==> config.mk <==
export PLATFORM = sky130hd
export DESIGN_NAME = pmx_pad_mux
export DESIGN_NICKNAME = d
export VERILOG_FILES = /design/src/pmx_pkg.sv /design/src/pmx_sync2.sv /design/src/pmx_pad_slice.sv /design/src/pmx_pad_mux.sv
export SDC_FILE = /design/constraint.sdc
export NUM_CORES = 1
export LEC_CHECK = 0
export ABC_AREA = 1
export BUFFER_PORTS_ARGS = -buffer_cell sky130_fd_sc_hd__buf_4
export CORE_MARGIN = 5
export CORE_UTILIZATION = 49
export CTS_BUF_LIST = sky130_fd_sc_hd__clkbuf_16
export CTS_CLUSTER_DIAMETER = 30
export DETAILED_ROUTE_END_ITERATION = 10
export HOLD_SLACK_MARGIN = 0.03
export PLACE_DENSITY_LB_ADDON = 0.1
export RECOVER_POWER = 100
export SYNTH_ARGS = -nofsm -noshare
export SYNTH_HDL_FRONTEND = slang
export SYNTH_SLANG_ARGS = --single-unit
export TNS_END_PERCENT = 30
==> constraint.sdc <==
create_clock -name clk -period 1.32 [get_ports clk]
set_input_delay 0.066 -clock clk [delete_from_list [all_inputs] [get_ports clk]]
set_output_delay 0.066 -clock clk [all_outputs]
set_load 0.02 [all_outputs]
==> src/pmx_pkg.sv <==
// constants for the pad function multiplexer
package pmx_pkg;
	// geometry
	localparam int NP = 8;               // pads
	localparam int NF = 8;               // function selects per pad
	localparam int FW = 3;               // function select width
	localparam int AW = 6;               // wishbone byte address width
	// per-pad reset tables, pad 0 in the low bits
	localparam logic [NP*FW-1:0] FUNC_AT_RESET = 24'h000000;
	localparam logic [NP*FW-1:0] FUNC_AT_REL   = 24'h03FFFF;
	localparam logic [NP-1:0]    RX_RST        = 8'hDF;
	localparam logic [NP-1:0]    DOFF_RST      = 8'h3F;
	localparam logic [NP-1:0]    PULL_HIGH_RST = 8'h20;
	localparam logic [NP-1:0]    PULL_LOW_RST  = 8'h10;
	localparam logic [NP-1:0]    DAISY_ELIG    = 8'h7F;
	localparam logic [NP-1:0]    BOOT_MASK     = 8'h1F;
	// deselected input value, bit pad*NF+func
	localparam logic [NP*NF-1:0] DESELECTED_INPUT_VALUE = 64'h0A00_0002_0000_0802;
	// pad setup register field positions
	localparam int F_FUNC  = 0;
	localparam int F_PULL_HIGH = 4;
	localparam int F_PULL_LOW  = 5;
	localparam int F_RX    = 6;
	localparam int F_DOFF  = 7;
	localparam int F_DAISY = 8;
	// word indices: pads at 0..NP-1, bootstrap status after them
	localparam logic [3:0] IDX_BOOT = 4'h8;
	localparam logic [3:0] IDX_LAST_PAD = 4'h7;
endpackage

==> src/pmx_sync2.sv <==
// two flip-flop synchroniser for asynchronous levels
`timescale 1ns/1ps
module pmx_sync2 #(
	parameter int           W    = 1,
	parameter logic [W-1:0] INIT = '0
) (
	// clock and reset
	input  wire logic         clk,
	input  wire logic         rst,
	// levels
	input  wire logic [W-1:0] async,
	output logic      [W-1:0] synced
);
	logic [W-1:0] meta;

	// first stage feeds only the second; reset rests at the idle level of each pin
	always_ff @(posedge clk) begin
		if (rst) begin
			meta   <= INIT;
			synced <= INIT;
		end else begin
			meta   <= async;
			synced <= meta;
		end
	end
endmodule // pmx_sync2

==> src/pmx_pad_slice.sv <==
// combinational routing for one pad
`timescale 1ns/1ps
module pmx_pad_slice (
	// pad setup
	input  wire logic [pmx_pkg::FW-1:0] func,
	input  wire logic                   receiverOn,
	input  wire logic                   driverOff,
	input  wire logic [pmx_pkg::NF-1:0] deselectedInputValue,
	// peripheral side
	input  wire logic [pmx_pkg::NF-1:0] perOut,
	input  wire logic [pmx_pkg::NF-1:0] perOe,
	output logic      [pmx_pkg::NF-1:0] nextPerIn,
	// pad side
	input  wire logic                   padLevel,
	output logic                        nextPadOut,
	output logic                        nextPadOeLow
);
	// output path follows the selected function only
	assign nextPadOut   = perOut[func];
	assign nextPadOeLow = driverOff | ~perOe[func];

	// pad level reaches only the selected input; the rest see their constant
	genvar f;
	generate
		for (f = 0; f < pmx_pkg::NF; f++) begin : g_in
			wire sel = (int'(func) == f) && receiverOn;
			assign nextPerIn[f] = sel ? padLevel : deselectedInputValue[f];
		end
	endgenerate
endmodule // pmx_pad_slice

==> src/pmx_pad_mux.sv <==
// pad function multiplexer with per-pad setup registers on wishbone
// Functional notes
// - select 0 is primary; reset default separate
// - selects 1..7 route alternate functions
// - reset-out release loads per-pad release select
// - bootstrap pads latched on power/full reset rise
// - unselected peripheral inputs get fixed constants
// - receiver bit: 0 off, 1 on
// - driver-off bit: 0 drives, 1 off
// - pull-up and pull-down under software control
// - power-on reset: high impedance with listed pull
// - only eligible pads join the daisy chain
//
// The implementer's own choices: the Wishbone register port and the register addresses.
`timescale 1ns/1ps
module pmx_pad_mux (
	// clock and synchronous reset
	input  wire logic                           clk,
	input  wire logic                           rst,
	// device resets, asynchronous pins
	input  wire logic                           powerOnResetLow,
	input  wire logic                           fullResetLow,
	input  wire logic                           resetOutLow,
	// wishbone slave
	input  wire logic                           wbCyc,
	input  wire logic                           wbStb,
	input  wire logic                           wbWe,
	input  wire logic [pmx_pkg::AW-1:0]         wbAdr,
	input  wire logic [3:0]                     wbSel,
	input  wire logic [31:0]                    wbDatIn,
	output logic      [31:0]                    wbDatOut,
	output logic                                wbAck,
	// peripherals, index pad*NF+func
	input  wire logic [pmx_pkg::NP*pmx_pkg::NF-1:0] perOut,
	input  wire logic [pmx_pkg::NP*pmx_pkg::NF-1:0] perOe,
	output logic      [pmx_pkg::NP*pmx_pkg::NF-1:0] perIn,
	// pads
	input  wire logic [pmx_pkg::NP-1:0]         padIn,
	output logic      [pmx_pkg::NP-1:0]         padOut,
	output logic      [pmx_pkg::NP-1:0]         padOeLow,
	output logic      [pmx_pkg::NP-1:0]         pullHighResistor,
	output logic      [pmx_pkg::NP-1:0]         pullLowResistor,
	output logic      [pmx_pkg::NP-1:0]         daisyEn,
	// latched bootstrap straps
	output logic      [pmx_pkg::NP-1:0]         bootstrap
);
	localparam int NP = pmx_pkg::NP;
	localparam int NF = pmx_pkg::NF;
	localparam int FW = pmx_pkg::FW;
	// device reset pins idle high, pads rest low in the synchroniser during rst
	localparam logic [NP+2:0] SYNC_IDLE = {3'h7, {NP{1'h0}}};

	// synchronised pins
	logic [NP+2:0]          syncOut;
	logic [NP-1:0]          padSync;
	logic                   porSync;
	logic                   fullSync;
	logic                   rstOutSync;
	logic                   porDly;
	logic                   fullDly;
	logic                   rstOutDly;
	// pad setup storage
	logic [NP-1:0][FW-1:0]  padFunc;
	logic [NP-1:0]          pullHighEn;
	logic [NP-1:0]          pullLowEn;
	logic [NP-1:0]          receiverOn;
	logic [NP-1:0]          driverOff;
	logic [NP-1:0]          daisyCfg;
	// combinational results
	logic [NP*NF-1:0]       nextPerIn;
	logic [NP-1:0]          nextPadOut;
	logic [NP-1:0]          nextPadOeLow;

	pmx_sync2 #(.W(NP+3), .INIT(SYNC_IDLE)) u_sync (
		.clk    (clk),
		.rst    (rst),
		.async  ({resetOutLow, fullResetLow, powerOnResetLow, padIn}),
		.synced (syncOut)
	);
	assign padSync    = syncOut[NP-1:0];
	assign porSync    = syncOut[NP];
	assign fullSync   = syncOut[NP+1];
	assign rstOutSync = syncOut[NP+2];

	// reset edge detection; rests high so leaving rst never fakes a rise
	always_ff @(posedge clk) begin
		if (rst) begin
			porDly    <= 1'h1;
			fullDly   <= 1'h1;
			rstOutDly <= 1'h1;
		end else begin
			porDly    <= porSync;
			fullDly   <= fullSync;
			rstOutDly <= rstOutSync;
		end
	end

	wire porActive  = ~porSync;
	wire cfgReset   = rst | ~porSync | ~fullSync;
	wire relEdge    = rstOutSync & ~rstOutDly;
	wire bootEdge   = (porSync & ~porDly) | (fullSync & ~fullDly);

	// wishbone decode: one aligned word per register
	wire [3:0] wbIdx    = wbAdr[5:2];
	wire       wbReq    = wbCyc & wbStb;
	wire       wbFire   = wbReq & wbAck;
	wire       wbIsPad  = wbIdx <= pmx_pkg::IDX_LAST_PAD;
	wire       wbIsBoot = wbIdx == pmx_pkg::IDX_BOOT;
	wire       wbWrLo   = wbFire & wbWe & wbIsPad & wbSel[0];
	wire       wbWrHi   = wbFire & wbWe & wbIsPad & wbSel[1];
	wire [2:0] wbPad    = wbIdx[2:0];

	// read mux; unmapped words read as zero
	wire [31:0] padWord = {23'h000000,
		daisyCfg[wbPad], driverOff[wbPad], receiverOn[wbPad],
		pullLowEn[wbPad], pullHighEn[wbPad], 1'b0, padFunc[wbPad]};
	wire [31:0] bootWord = {24'h000000, bootstrap};
	wire [31:0] rdWord = wbIsPad ? padWord : (wbIsBoot ? bootWord : 32'h00000000);

	// ack one cycle after the request, dropped after one cycle
	always_ff @(posedge clk) begin
		if (rst) begin
			wbAck    <= 1'b0;
			wbDatOut <= 32'h00000000;
		end else begin
			wbAck    <= wbReq & ~wbAck;
			wbDatOut <= (wbReq & ~wbAck & ~wbWe) ? rdWord : 32'h00000000;
		end
	end

	// per-pad setup registers
	genvar p;
	generate
		for (p = 0; p < NP; p++) begin : g_pad
			wire hit   = int'(wbPad) == p;
			wire wrLo  = wbWrLo & hit;
			wire wrHi  = wbWrHi & hit;

			// release load beats a software write in the same cycle
			always_ff @(posedge clk) begin
				if (cfgReset) begin
					padFunc[p] <= pmx_pkg::FUNC_AT_RESET[p*FW +: FW];
				end else if (relEdge) begin
					padFunc[p] <= pmx_pkg::FUNC_AT_REL[p*FW +: FW];
				end else if (wrLo) begin
					padFunc[p] <= wbDatIn[pmx_pkg::F_FUNC +: FW];
				end
			end

			// electrical setup bits
			always_ff @(posedge clk) begin
				if (cfgReset) begin
					pullHighEn[p] <= pmx_pkg::PULL_HIGH_RST[p];
					pullLowEn[p]  <= pmx_pkg::PULL_LOW_RST[p];
					receiverOn[p] <= pmx_pkg::RX_RST[p];
					driverOff[p]  <= pmx_pkg::DOFF_RST[p];
				end else if (wrLo) begin
					pullHighEn[p] <= wbDatIn[pmx_pkg::F_PULL_HIGH];
					pullLowEn[p]  <= wbDatIn[pmx_pkg::F_PULL_LOW];
					receiverOn[p] <= wbDatIn[pmx_pkg::F_RX];
					driverOff[p]  <= wbDatIn[pmx_pkg::F_DOFF];
				end
			end

			// ineligible pads can never be chained
			always_ff @(posedge clk) begin
				if (cfgReset) begin
					daisyCfg[p] <= 1'b0;
				end else if (wrHi) begin
					daisyCfg[p] <= wbDatIn[pmx_pkg::F_DAISY] & pmx_pkg::DAISY_ELIG[p];
				end
			end

			pmx_pad_slice u_slice (
				.func         (padFunc[p]),
				.receiverOn   (receiverOn[p]),
				.driverOff    (driverOff[p]),
				.deselectedInputValue (pmx_pkg::DESELECTED_INPUT_VALUE[p*NF +: NF]),
				.perOut       (perOut[p*NF +: NF]),
				.perOe        (perOe[p*NF +: NF]),
				.nextPerIn    (nextPerIn[p*NF +: NF]),
				.padLevel     (padSync[p]),
				.nextPadOut   (nextPadOut[p]),
				.nextPadOeLow (nextPadOeLow[p])
			);
		end
	endgenerate

	// pad and peripheral outputs; power-on reset forces high impedance
	always_ff @(posedge clk) begin
		if (rst | porActive) begin
			padOut           <= '0;
			padOeLow         <= '1;
			pullHighResistor <= pmx_pkg::PULL_HIGH_RST;
			pullLowResistor  <= pmx_pkg::PULL_LOW_RST;
			perIn            <= pmx_pkg::DESELECTED_INPUT_VALUE;
			daisyEn          <= '0;
		end else begin
			padOut           <= nextPadOut;
			padOeLow         <= nextPadOeLow;
			pullHighResistor <= pullHighEn;
			pullLowResistor  <= pullLowEn;
			perIn            <= nextPerIn;
			daisyEn          <= daisyCfg;
		end
	end

	// straps are caught only at the rise of power-on or full reset, never remuxed
	always_ff @(posedge clk) begin
		if (rst) begin
			bootstrap <= '0;
		end else if (bootEdge) begin
			bootstrap <= padSync & pmx_pkg::BOOT_MASK;
		end
	end
endmodule // pmx_pad_mux

==> results of run 1 <==
## worst max-delay path: stages, from the launching register on
cell and delay (ns):
sky130_fd_sc_hd__dfxtp_1 0.30, sky130_fd_sc_hd__clkbuf_2 0.17, sky130_fd_sc_hd__nor2_1 0.29, sky130_fd_sc_hd__inv_1 0.12, sky130_fd_sc_hd__nor3_1 0.33
## per-stage QoR
stage               utilization [%]  setup slack, ns  hold WS (ns)  setup TNS [ns]  std cells
CTS                           81.80          0.01861       0.03159               0       1966
floorplan                         -          0.06051        0.1698               0       1251
detailed placement            64.53        -0.006731        0.2527       -0.007622       1732
finish                        79.81         0.002769       0.06116               0       1974
global placement              64.53          0.03086        0.2512               0       1732
global route                  79.78         -0.04162       0.08407         -0.4804       1972
## where the power goes
group          internal (mW)  switching, mW
clock network           7.32           3.48
logic                  0.877          0.931
registers               6.33         0.0630
total                   14.5           4.48
## synth_stat cells (all sizes together)
library cell / n
a21oi: 31
nor3: 54
or2: 10
nor4: 2
dfxtp: 206
clkbuf: 17
nand2: 301
o21bai: 1
nand3: 96
nor2: 244
o21ai: 12
conb: 1
buf: 61
nor3b: 1
inv: 119
nand4: 69
## sequential cells by signal, summed over array words and instances (netlist names), 9 cells and up
signal         count
wbDatOut           9
u_sync.meta       11
perIn             64
u_sync.synced     11
padFunc           24
## final cells by class
cell class	instances	area, sq um	share of cell area [%]
well taps	225	281.5	2.025
clock buffers	45	1126	8.102
inverters	119	451.7	3.250
multi-input cells	849	3867	27.82
flip-flops and latches	206	4131	29.72
clock inverters	34	331.6	2.385
repair buffers	493	3702	26.64
diodes	3	7.507	0.05401
## worst max-delay path by stage
stage,endpoint,slack [ns],cells after the start
finish,perIn[48],0.003,4
global route,pullLowEn[3],-0.04,8
CTS,padFunc[11],0.02,7
detailed placement,padFunc[22],-0.007,5
global placement,pullLowEn[1],0.03,6
floorplan,driverOff[3],0.06,6
## layer usage
metal	global-route usage, %	up-vias	routed length (microns)
met3	8.020	178	3336
li1	-	4852	-
met1	38.02	4777	12840
met4	15.76	0	1936
met5	0	-	0
met2	55.23	661	16780
## what timing repair did
action,CTS,global route
hold buffers,153,0
gates cloned,1,0
resized for setup,0,18
setup endpoints to repair,8,36
buffers inserted,1,5
endpoints found under the hold margin,98,0
pin swaps,1,1
## cell families (layout without fill, tap and decap cells)
family,after synthesis,count (layout)
flops,206,206
buf+inv,197,691
compound gates,44,44
simple gates,777,778
other cells,1,30
==> run_results.csv, run 1 <==
group,metric,value,unit
run,maxCapViolations,0,
setup_path,critical_path_arrival,1.72,ns
logic_synthesis,synthDominantAreaCellType,"sky130_fd_sc_hd__dfxtp_1",
power_and_ir_drop,vdd_ir_drop_max,0.001112,V
routing,drt-total-wl,34890,microns
timing,maxClockFrequency,759.2,MHz
setup_path,setup.worst_path.start,"padFunc[19]",
logic_synthesis,yosysUniqueCellTypes,28,
logic_synthesis,yosysWarningCount,0,
routing,detailroute.via_count,10468,
timing,final_hold_viol_count,0,
setup_path,start_kind,"flip-flop",
floorplan,io_pins,331,
finish,fillerInstances,1200,
clocking,cts_tree,"done",
logic_synthesis,synth_compound_area_share,2.543,%
clocking,h_tree_level_count,2,
routing,detailedRoute.firstPassIterationCount,5,
finish,top_library_cells_by_usage_in_the_layout_fill_and_taps_aside,"sky130_fd_sc_hd__nand2_1, sky130_fd_sc_hd__nor2_1, sky130_fd_sc_hd__buf_4",
logic_synthesis,synth_top_area_share,47.09,%
floorplan,coreArea,17420,sq um
logic_synthesis,synth_seq_cells,206,
timing,final_max_slew_viol_count,0,
floorplan,die_area,20650,sq um
routing,drcViolationCount,0,
place,hpwl,21010,microns
worst_hold_path,hp-start,"wbAdr[3]",
logic_synthesis,synth_cells,1225,
place,finalWeightedCongestion,0.9390,
clocking,clk_pin_slew_worst_paths,0.05,ns
clocking,clock_tree.buffer_depth,3,
grt,grt-ovfl-total,0,
power_and_ir_drop,power,19.00,mW
clocking,clockRootBuffer,"sky130_fd_sc_hd__clkbuf_16",
logic_synthesis,muxShareOfSynthArea,0,%
routing,drt-initial-drc-count,755,
finish,finalNetCount,1898,
finish,finish.instance_area,13900,sq um
grt,antenna_found_initial,1,
grt,grt_start_max_net_pins,43,
logic_synthesis,seq_area_frac_synth,47.09,%
setup_path,worstPathMaxFanout,6,
clocking,tritoncts.num_buffers,43,
grt,grt_first_pass_wirelength,53270,microns
setup_path,rr_startpoint,"padFunc[19]",
logic_synthesis,synth_simple_gate_area_share,39.82,%
routing,vias_per_cell,5.303,
grt,grt_usage,32.35,%
place,buffer_ports.inserted,275,
timing,setup_violations,0,
setup_path,rr_endpoint,"perIn[48]",
routing,antenna_left,0,
floorplan,die_height,143.7,microns
setup_path,setup.reg_to_reg.worst_slack,0.003,ns
logic_synthesis,synth-adder-area-share,0,%
worst_hold_path,min_to,"wbDatOut[4]",
logic_synthesis,synth_xor_xnor_area_share,0,%
setup_path,r2r.worst_path.cells,4,
timing,final.setup_skew,0.02021,ns
finish,final_layout_size_suffix_gt1_share,19.76,%
place,post_dp_cell_area,11240,sq um
run_status,result_of_the_run,"finished clean",
timing,fin_crit_sh,99.79,%
setup_path,crit_required,1.72,ns
clocking,cts_num_sinks,206,
finish,flow.area_growth_from_synthesis,58.72,%
logic_synthesis,main_combinational_cell_family_by_area_after_synthesis,"simple AND/OR/NAND/NOR gates",
power_and_ir_drop,power.leakage,6.423,nW
logic_synthesis,synth.cell_area,8757,sq um
floorplan,horiz_die_dim,143.7,microns
finish,most_common_cell_after_layout_fill_and_taps_aside,"sky130_fd_sc_hd__nand2_1",
logic_synthesis,syn_avg_cell_area,7.149,sq um
routing,drt-wirelength-per-cell,17.67,microns
floorplan,fp-row-count,48,
setup_path,worst-setup-path-type,"flip-flop to flip-flop",
floorplan,starting_density_of_the_core,50.28,%
timing,finalCriticalPeriod,1.317,ns
timing,grt_setup_unrepaired,"true",
grt,number_of_global_route_vias_before_repair,10293,
logic_synthesis,cell_types_with_the_largest_area_share_after_synthesis,"sky130_fd_sc_hd__dfxtp_1, sky130_fd_sc_hd__nand2_1, sky130_fd_sc_hd__nor2_1",
clocking,clkLatencyLatePin,0.52,ns
worst_hold_path,hold_path.class,"input port to flip-flop",
power_and_ir_drop,p_per_area,1367,nW/um^2
setup_path,critPathCaptureType,"flip-flop",
worst_hold_path,hold_path_depth,5,
No activity file was read; power rests on OpenSTA's default activity.
==> run 2: changes to the inputs <==
Settings changed: PLACE_DENSITY_LB_ADDON 0.1 to 0.12.
==> run_results.csv, run 2 (synthesized netlist as in run 1, its figures left out) <==
group,metric,value,unit
run_status,result_of_the_run,"complete, but fails checks",
run_status,violations,"negative setup slack",
timing,fin_crit_sh,100.1,%
timing,final_max_slew_viol_count,0,
routing,drt-wirelength-per-cell,18.01,microns
grt,number_of_global_route_vias_before_repair,10459,
floorplan,die_area,20650,sq um
power_and_ir_drop,power.leakage,6.498,nW
floorplan,fp-row-count,48,
floorplan,io_pins,331,
timing,grt_setup_unrepaired,"true",
grt,grt_start_max_net_pins,43,
clocking,tritoncts.num_buffers,39,
setup_path,cpMaxStageDelayCell,"sky130_fd_sc_hd__dfxtp_2",
run,maxCapViolations,0,
timing,final.setup_skew,0.02430,ns
setup_path,critical_path.cell_chain,"nand2_4, nor2_8, buf_6, buf_8, nand3_4, nand2_1, nand2_1, nor2_1",
setup_path,crit_required,1.77,ns
floorplan,coreArea,17420,sq um
clocking,clock_tree.buffer_depth,3,
finish,final_cells,1981,
timing,maxClockFrequency,756.5,MHz
finish,register_area,4136,sq um
power_and_ir_drop,vdd_ir_drop_max,0.001104,V
routing,drt-initial-drc-count,1022,
grt,grt_usage,32.13,%
floorplan,starting_density_of_the_core,50.28,%
timing,final.setup.tns,-0.001927,ns
setup_path,start_kind,"flip-flop",
clocking,clockRootBuffer,"sky130_fd_sc_hd__clkbuf_16",
clocking,h_tree_level_count,2,
setup_path,critPathCaptureType,"flip-flop",
finish,finalNetCount,1910,
place,placed_cells,1727,
clocking,cts_tree,"done",
floorplan,die_height,143.7,microns
setup_path,max_stage_delay,0.35,ns
timing,final_hold_viol_count,0,
finish,top_library_cells_by_usage_in_the_layout_fill_and_taps_aside,"sky130_fd_sc_hd__nand2_1, sky130_fd_sc_hd__nor2_1, sky130_fd_sc_hd__buf_4",
finish,fillerInstances,1153,
routing,vias_per_cell,5.342,
routing,detailedRoute.firstPassIterationCount,5,
floorplan,horiz_die_dim,143.7,microns
finish,final_core_utilization,81.36,%
finish,flow.area_growth_from_synthesis,61.82,%
clocking,clkLatencyLatePin,0.51,ns
clocking,cts_num_sinks,206,
grt,grt_first_pass_wirelength,53170,microns
setup_path,worstPathMaxFanout,7,
timing,final_critical_path_setup_slack,-0.001927,ns
timing,setup_violations,1,
timing,finalCriticalPeriod,1.322,ns
place,buffer_ports.inserted,275,
power_and_ir_drop,p_per_area,1308,nW/um^2
finish,finish.instance_area,14170,sq um
routing,drt-total-wl,35670,microns
finish,reg.largest.list,"perIn x64, padFunc x24",
power_and_ir_drop,power,18.54,mW
routing,antenna_left,0,
grt,grt-ovfl-total,0,
setup_path,crit_top_cell,"sky130_fd_sc_hd__nand2_1",
clocking,clk_pin_slew_worst_paths,0.06,ns
place,post_dp_cell_area,11200,sq um
finish,largest_register_ff_count,64,
routing,drcViolationCount,0,
worst_hold_path,hold_path.class,"input port to flip-flop",
finish,final_layout_size_suffix_gt1_share,21.49,%
setup_path,critical_path_arrival,1.77,ns
place,hpwl,21150,microns
finish,most_common_cell_after_layout_fill_and_taps_aside,"sky130_fd_sc_hd__nand2_1",
routing,detailroute.via_count,10583,
place,finalWeightedCongestion,0.9383,
setup_path,worst-setup-path-type,"flip-flop to flip-flop",
finish,multi_input_comb_area,3956,sq um
finish,registers.top_by_ff_count,"perIn",
grt,antenna_found_initial,2,
## run 2: cell types whose count changed in the layout (fill, tap and decap cells not counted), sizes merged
cell         change
clkbuf           -6
buf              +3
diode            -1
clkinv           -2
nor2             -1
dlygate4sd3     +15
bufinv           -1
nand3            +1
clkinvlp         -1
## run 2: what timing repair did
action,4_1_cts,5_1_grt
hold endpoints to repair,91,0
buffers inserted,2,7
gates cloned,0,4
endpoints found under the setup margin,21,59
pin swaps,1,7
gates resized for setup,0,58
hold buffers,168,0
## run 2: cell type report
type	instances	area share [%]
Multi-Input combinational cell	849	27.92
Tap cell	225	1.987
Sequential cell	206	29.19
Timing Repair Buffer	509	27.98
Inverter	119	3.205
Clock inverter	30	2.446
Antenna cell	2	0.03532
Clock buffer	41	7.240
## run 2: final timing paths
kind                   from                to  slack (ns)  cells after the start
max                   wbAck       padFunc[19]      -0.002                      8
min                wbAdr[4]       wbDatOut[3]        0.04                      4
max reg2reg           wbAck       padFunc[19]      -0.002                      8
min reg2reg  u_sync.meta[2]  u_sync.synced[2]        0.40                      2
## run 2: power by group
| part | switching (mW) | leakage (nW) | internal [mW] |
|---|---|---|---|
| combinational | 0.962 | 4.15 | 0.934 |
| sequential | 0.0683 | 1.67 | 6.32 |
| clock | 3.53 | 0.674 | 6.73 |
| total | 4.56 | 6.50 | 14.0 |
## run 2: critical path, delay by kind of cell (launching register included)
| kind | cells | cell delay (ns) |
|---|---|---|
| DFF | 1 | 0.35 |
| and+or+nand+nor | 6 | 0.62 |
| buffers and inverters | 2 | 0.29 |
## run 2: metal layers
layer | share of wire (%) | vias up | track usage (%)
li1 | - | 4873 | -
met1 | 37 | 4836 | 37.67
met2 | 48 | 701 | 55.60
met3 | 9.5 | 173 | 7.022
met4 | 5.3 | 0 | 15.76
met5 | 0 | - | 0
## run 2: through the flow
stage / setup slack (ns) / hold slack (ns)
after detailed placement: -0.004723 / 0.2526
after floorplan: 0.06051 / 0.1698
after global placement: 0.02657 / 0.2515
final: -0.001927 / 0.04275
after global routing: -0.02731 / 0.08051
after CTS: -0.01680 / 0.03152
==> run 3: changes to the inputs <==
Settings changed: ABC_AREA 1 to unset, BUFFER_PORTS_ARGS -buffer_cell sky130_fd_sc_hd__buf_4 to unset, CORE_AREA set to 5 5 124 126, CORE_MARGIN 5 to unset, CORE_UTILIZATION 49 to unset, DIE_AREA set to 0 0 129 131, DONT_BUFFER_PORTS set to 1.
==> run_results.csv, run 3 <==
group,metric,value,unit
logic_synthesis,cell_types_with_the_largest_area_share_after_synthesis,"sky130_fd_sc_hd__dfxtp_1, sky130_fd_sc_hd__mux4_2, sky130_fd_sc_hd__mux2i_1",
power_and_ir_drop,p_per_area,1542,nW/um^2
place,hpwl,17020,microns
routing,detailedRoute.firstPassIterationCount,5,
logic_synthesis,synth_common_cells,"sky130_fd_sc_hd__dfxtp_1, sky130_fd_sc_hd__nor2_1, sky130_fd_sc_hd__mux2i_1, sky130_fd_sc_hd__mux4_2, sky130_fd_sc_hd__nor3_1",
logic_synthesis,seq_area_frac_synth,50.46,%
logic_synthesis,synth_top_area_share,50.46,%
grt,grt_first_pass_wirelength,37270,microns
setup_path,critPathTopFamily,"buffers and inverters",
finish,registers.top_by_ff_count,"perIn",
finish,top_library_cells_by_usage_in_the_layout_fill_and_taps_aside,"sky130_fd_sc_hd__dfxtp_1, sky130_fd_sc_hd__dlygate4sd3_1, sky130_fd_sc_hd__nor2_1",
setup_path,timing.critical_path.buf_inv,2,
finish,reg.largest.list,"perIn x64, padFunc x24",
timing,final_max_slew_viol_count,0,
floorplan,horiz_die_dim,129,microns
clocking,cts_tree,"done",
logic_synthesis,synth_cells,745,
setup_path,worst-setup-path-type,"flip-flop to flip-flop",
logic_synthesis,yosysWarningCount,0,
setup_path,critical_path_arrival,1.81,ns
clocking,clk_pin_slew_worst_paths,0.05,ns
power_and_ir_drop,power,17.72,mW
setup_path,worstPathMaxFanout,6,
logic_synthesis,synth.cell_area,8173,sq um
grt,grt_usage,28.95,%
worst_hold_path,hold_path_depth,2,
timing,final.setup.tns,-2.259,ns
floorplan,fp-row-count,44,
setup_path,crit_top_cell,"sky130_fd_sc_hd__buf_6",
power_and_ir_drop,power.leakage,4.406,nW
setup_path,cpMaxStageDelayCell,"sky130_fd_sc_hd__dfxtp_4",
routing,drt-wirelength-per-cell,22.93,microns
routing,antenna_left,0,
grt,antenna_found_initial,2,
setup_path,setup.worst_path.start,"wbAck",
clocking,h_tree_level_count,2,
routing,vias_per_cell,5.795,
clocking,cts_num_sinks,206,
finish,most_common_cell_after_layout_fill_and_taps_aside,"sky130_fd_sc_hd__dfxtp_1",
clocking,clockRootBuffer,"sky130_fd_sc_hd__clkbuf_16",
power_and_ir_drop,vdd_ir_drop_max,0.001175,V
finish,largest_register_ff_count,64,
grt,grt-ovfl-total,0,
timing,final_hold_viol_count,11,
floorplan,die_height,131,microns
timing,maxClockFrequency,694.4,MHz
clocking,tritoncts.num_buffers,37,
floorplan,io_pins,331,
setup_path,max_stage_delay,0.35,ns
logic_synthesis,synth_seq_cells,206,
place,buffer_ports.inserted,0,
logic_synthesis,synth_edf_count,0,
floorplan,coreArea,14200,sq um
logic_synthesis,synthDominantAreaCellType,"sky130_fd_sc_hd__dfxtp_1",
run_status,violations,"negative hold slack, negative setup slack",
place,finalWeightedCongestion,0.8431,
timing,final.setup_skew,0.01364,ns
run_status,result_of_the_run,"complete, but fails checks",
timing,worst_hold_slack,-0.2422,ns
logic_synthesis,yosysUniqueCellTypes,37,
routing,drt-initial-drc-count,516,
finish,final_layout_size_suffix_gt1_share,29.63,%
grt,number_of_global_route_vias_before_repair,6598,
finish,final_core_utilization,80.88,%
finish,flow.area_growth_from_synthesis,40.55,%
finish,finalNetCount,1103,
timing,final_critical_path_setup_slack,-0.1200,ns
setup_path,start_kind,"flip-flop",
setup_path,rr_startpoint,"wbAck",
worst_hold_path,hp-start,"wbAdr[4]",
setup_path,critPathCaptureType,"flip-flop",
logic_synthesis,syn_avg_cell_area,10.97,sq um
timing,fin_crit_sh,109.1,%
clocking,clock_tree.buffer_depth,3,
timing,setup_violations,46,
logic_synthesis,synth.most_common_cell,"sky130_fd_sc_hd__dfxtp_1",
run,maxCapViolations,0,
setup_path,r2r.worst_path.cells,6,
routing,detailroute.via_count,6554,
setup_path,critical_path.cell_chain,"nand3b_4, buf_6, nor4_4, buf_6, mux2i_2, a21oi_1",
floorplan,starting_density_of_the_core,57.54,%
routing,drcViolationCount,0,
timing,grt_setup_unrepaired,"true",
timing,finalCriticalPeriod,1.440,ns
setup_path,crit_required,1.69,ns
routing,drt-total-wl,25930,microns
setup_path,cp.depth,6,
grt,grt_start_max_net_pins,34,
worst_hold_path,hold_path.class,"input port to flip-flop",
clocking,clkLatencyLatePin,0.50,ns
logic_synthesis,async_flop_share,0,%
floorplan,die_area,16900,sq um
logic_synthesis,ys.flop_type,"sky130_fd_sc_hd__dfxtp_1",
==> run 3: cell types whose count changed in the layout (fill, tap and decap cells not counted), moves of 59 or more <==
cell and delta:
sky130_fd_sc_hd__dlygate4sd3_1 -75, sky130_fd_sc_hd__inv_1 -108, sky130_fd_sc_hd__nand3_1 -73, sky130_fd_sc_hd__clkbuf_1 -112, sky130_fd_sc_hd__nor2_1 -138, sky130_fd_sc_hd__nand2_1 -255, sky130_fd_sc_hd__nand4_1 -59, sky130_fd_sc_hd__buf_4 -137
==> run 3: cells by family (layout without fill, tap and decap cells) <==
logic type | Yosys count | after routing | synth area share (%)
AO/OA/AOI/OAI | 52 | 52 | 3.399
buffers and inverters | 88 | 262 | 6.093
flip-flops | 206 | 206 | 50.46
multiplexers | 112 | 112 | 20.91
other | 1 | 29 | 0.04588
AND/OR/NAND/NOR | 286 | 286 | 19.09
==> run 3: layer usage <==
layer / GRT usage, % / vias to the layer above / share of wire, %
met3: 8.699 / 63 / 9.7
met5: 0 / - / 0
met4: 11.86 / 0 / 3.2
li1: - / 2930 / -
met1: 34.31 / 3163 / 37
met2: 49.33 / 398 / 50
==> run 3: cell type report <==
cell class / instances / area, sq um
clock buffers: 39 / 975.9
diodes: 2 / 5.005
repair buffers: 192 / 1826
inverters: 3 / 11.26
multi-input cells: 477 / 3885
clock inverters: 28 / 390.4
flip-flops and latches: 206 / 4164
fillers: 827 / 2716
well taps: 184 / 230.2
==> run 3: worst paths after layout <==
check / to / slack (ns)
worst min-delay path: wbDatOut[6] / -0.24
worst max-delay path: padFunc[4] / -0.12
worst min register to register: u_sync.synced[10] / 0.41
worst max register to register: padFunc[4] / -0.12
==> run 3: power breakdown <==
| part | internal [mW] | switching (mW) |
|---|---|---|
| clock network | 7.13 | 3.15 |
| registers | 6.30 | 0.103 |
| logic | 0.534 | 0.503 |
| total | 14.0 | 3.75 |
==> run 3: timing repair <==
item | in CTS | in global routing
hold buffers | 93 | 3
setup buffers | 2 | 8
pin swaps | 8 | 8
endpoints found under the hold margin | 139 | 19
endpoints found under the setup margin | 58 | 93
resized for setup | 36 | 62
cloned | 0 | 1
==> run 3: per-stage QoR <==
stage / setup slack, ns / cell area, sq um / cells
finish: -0.1200 / 11490 / 1131
global route: -0.1667 / 11490 / 1131
CTS: -0.07482 / 11180 / 1117
detailed placement: -0.3644 / 8737 / 955
global placement: -0.3475 / 8737 / 955
floorplan: -0.08327 / 8287 / 771
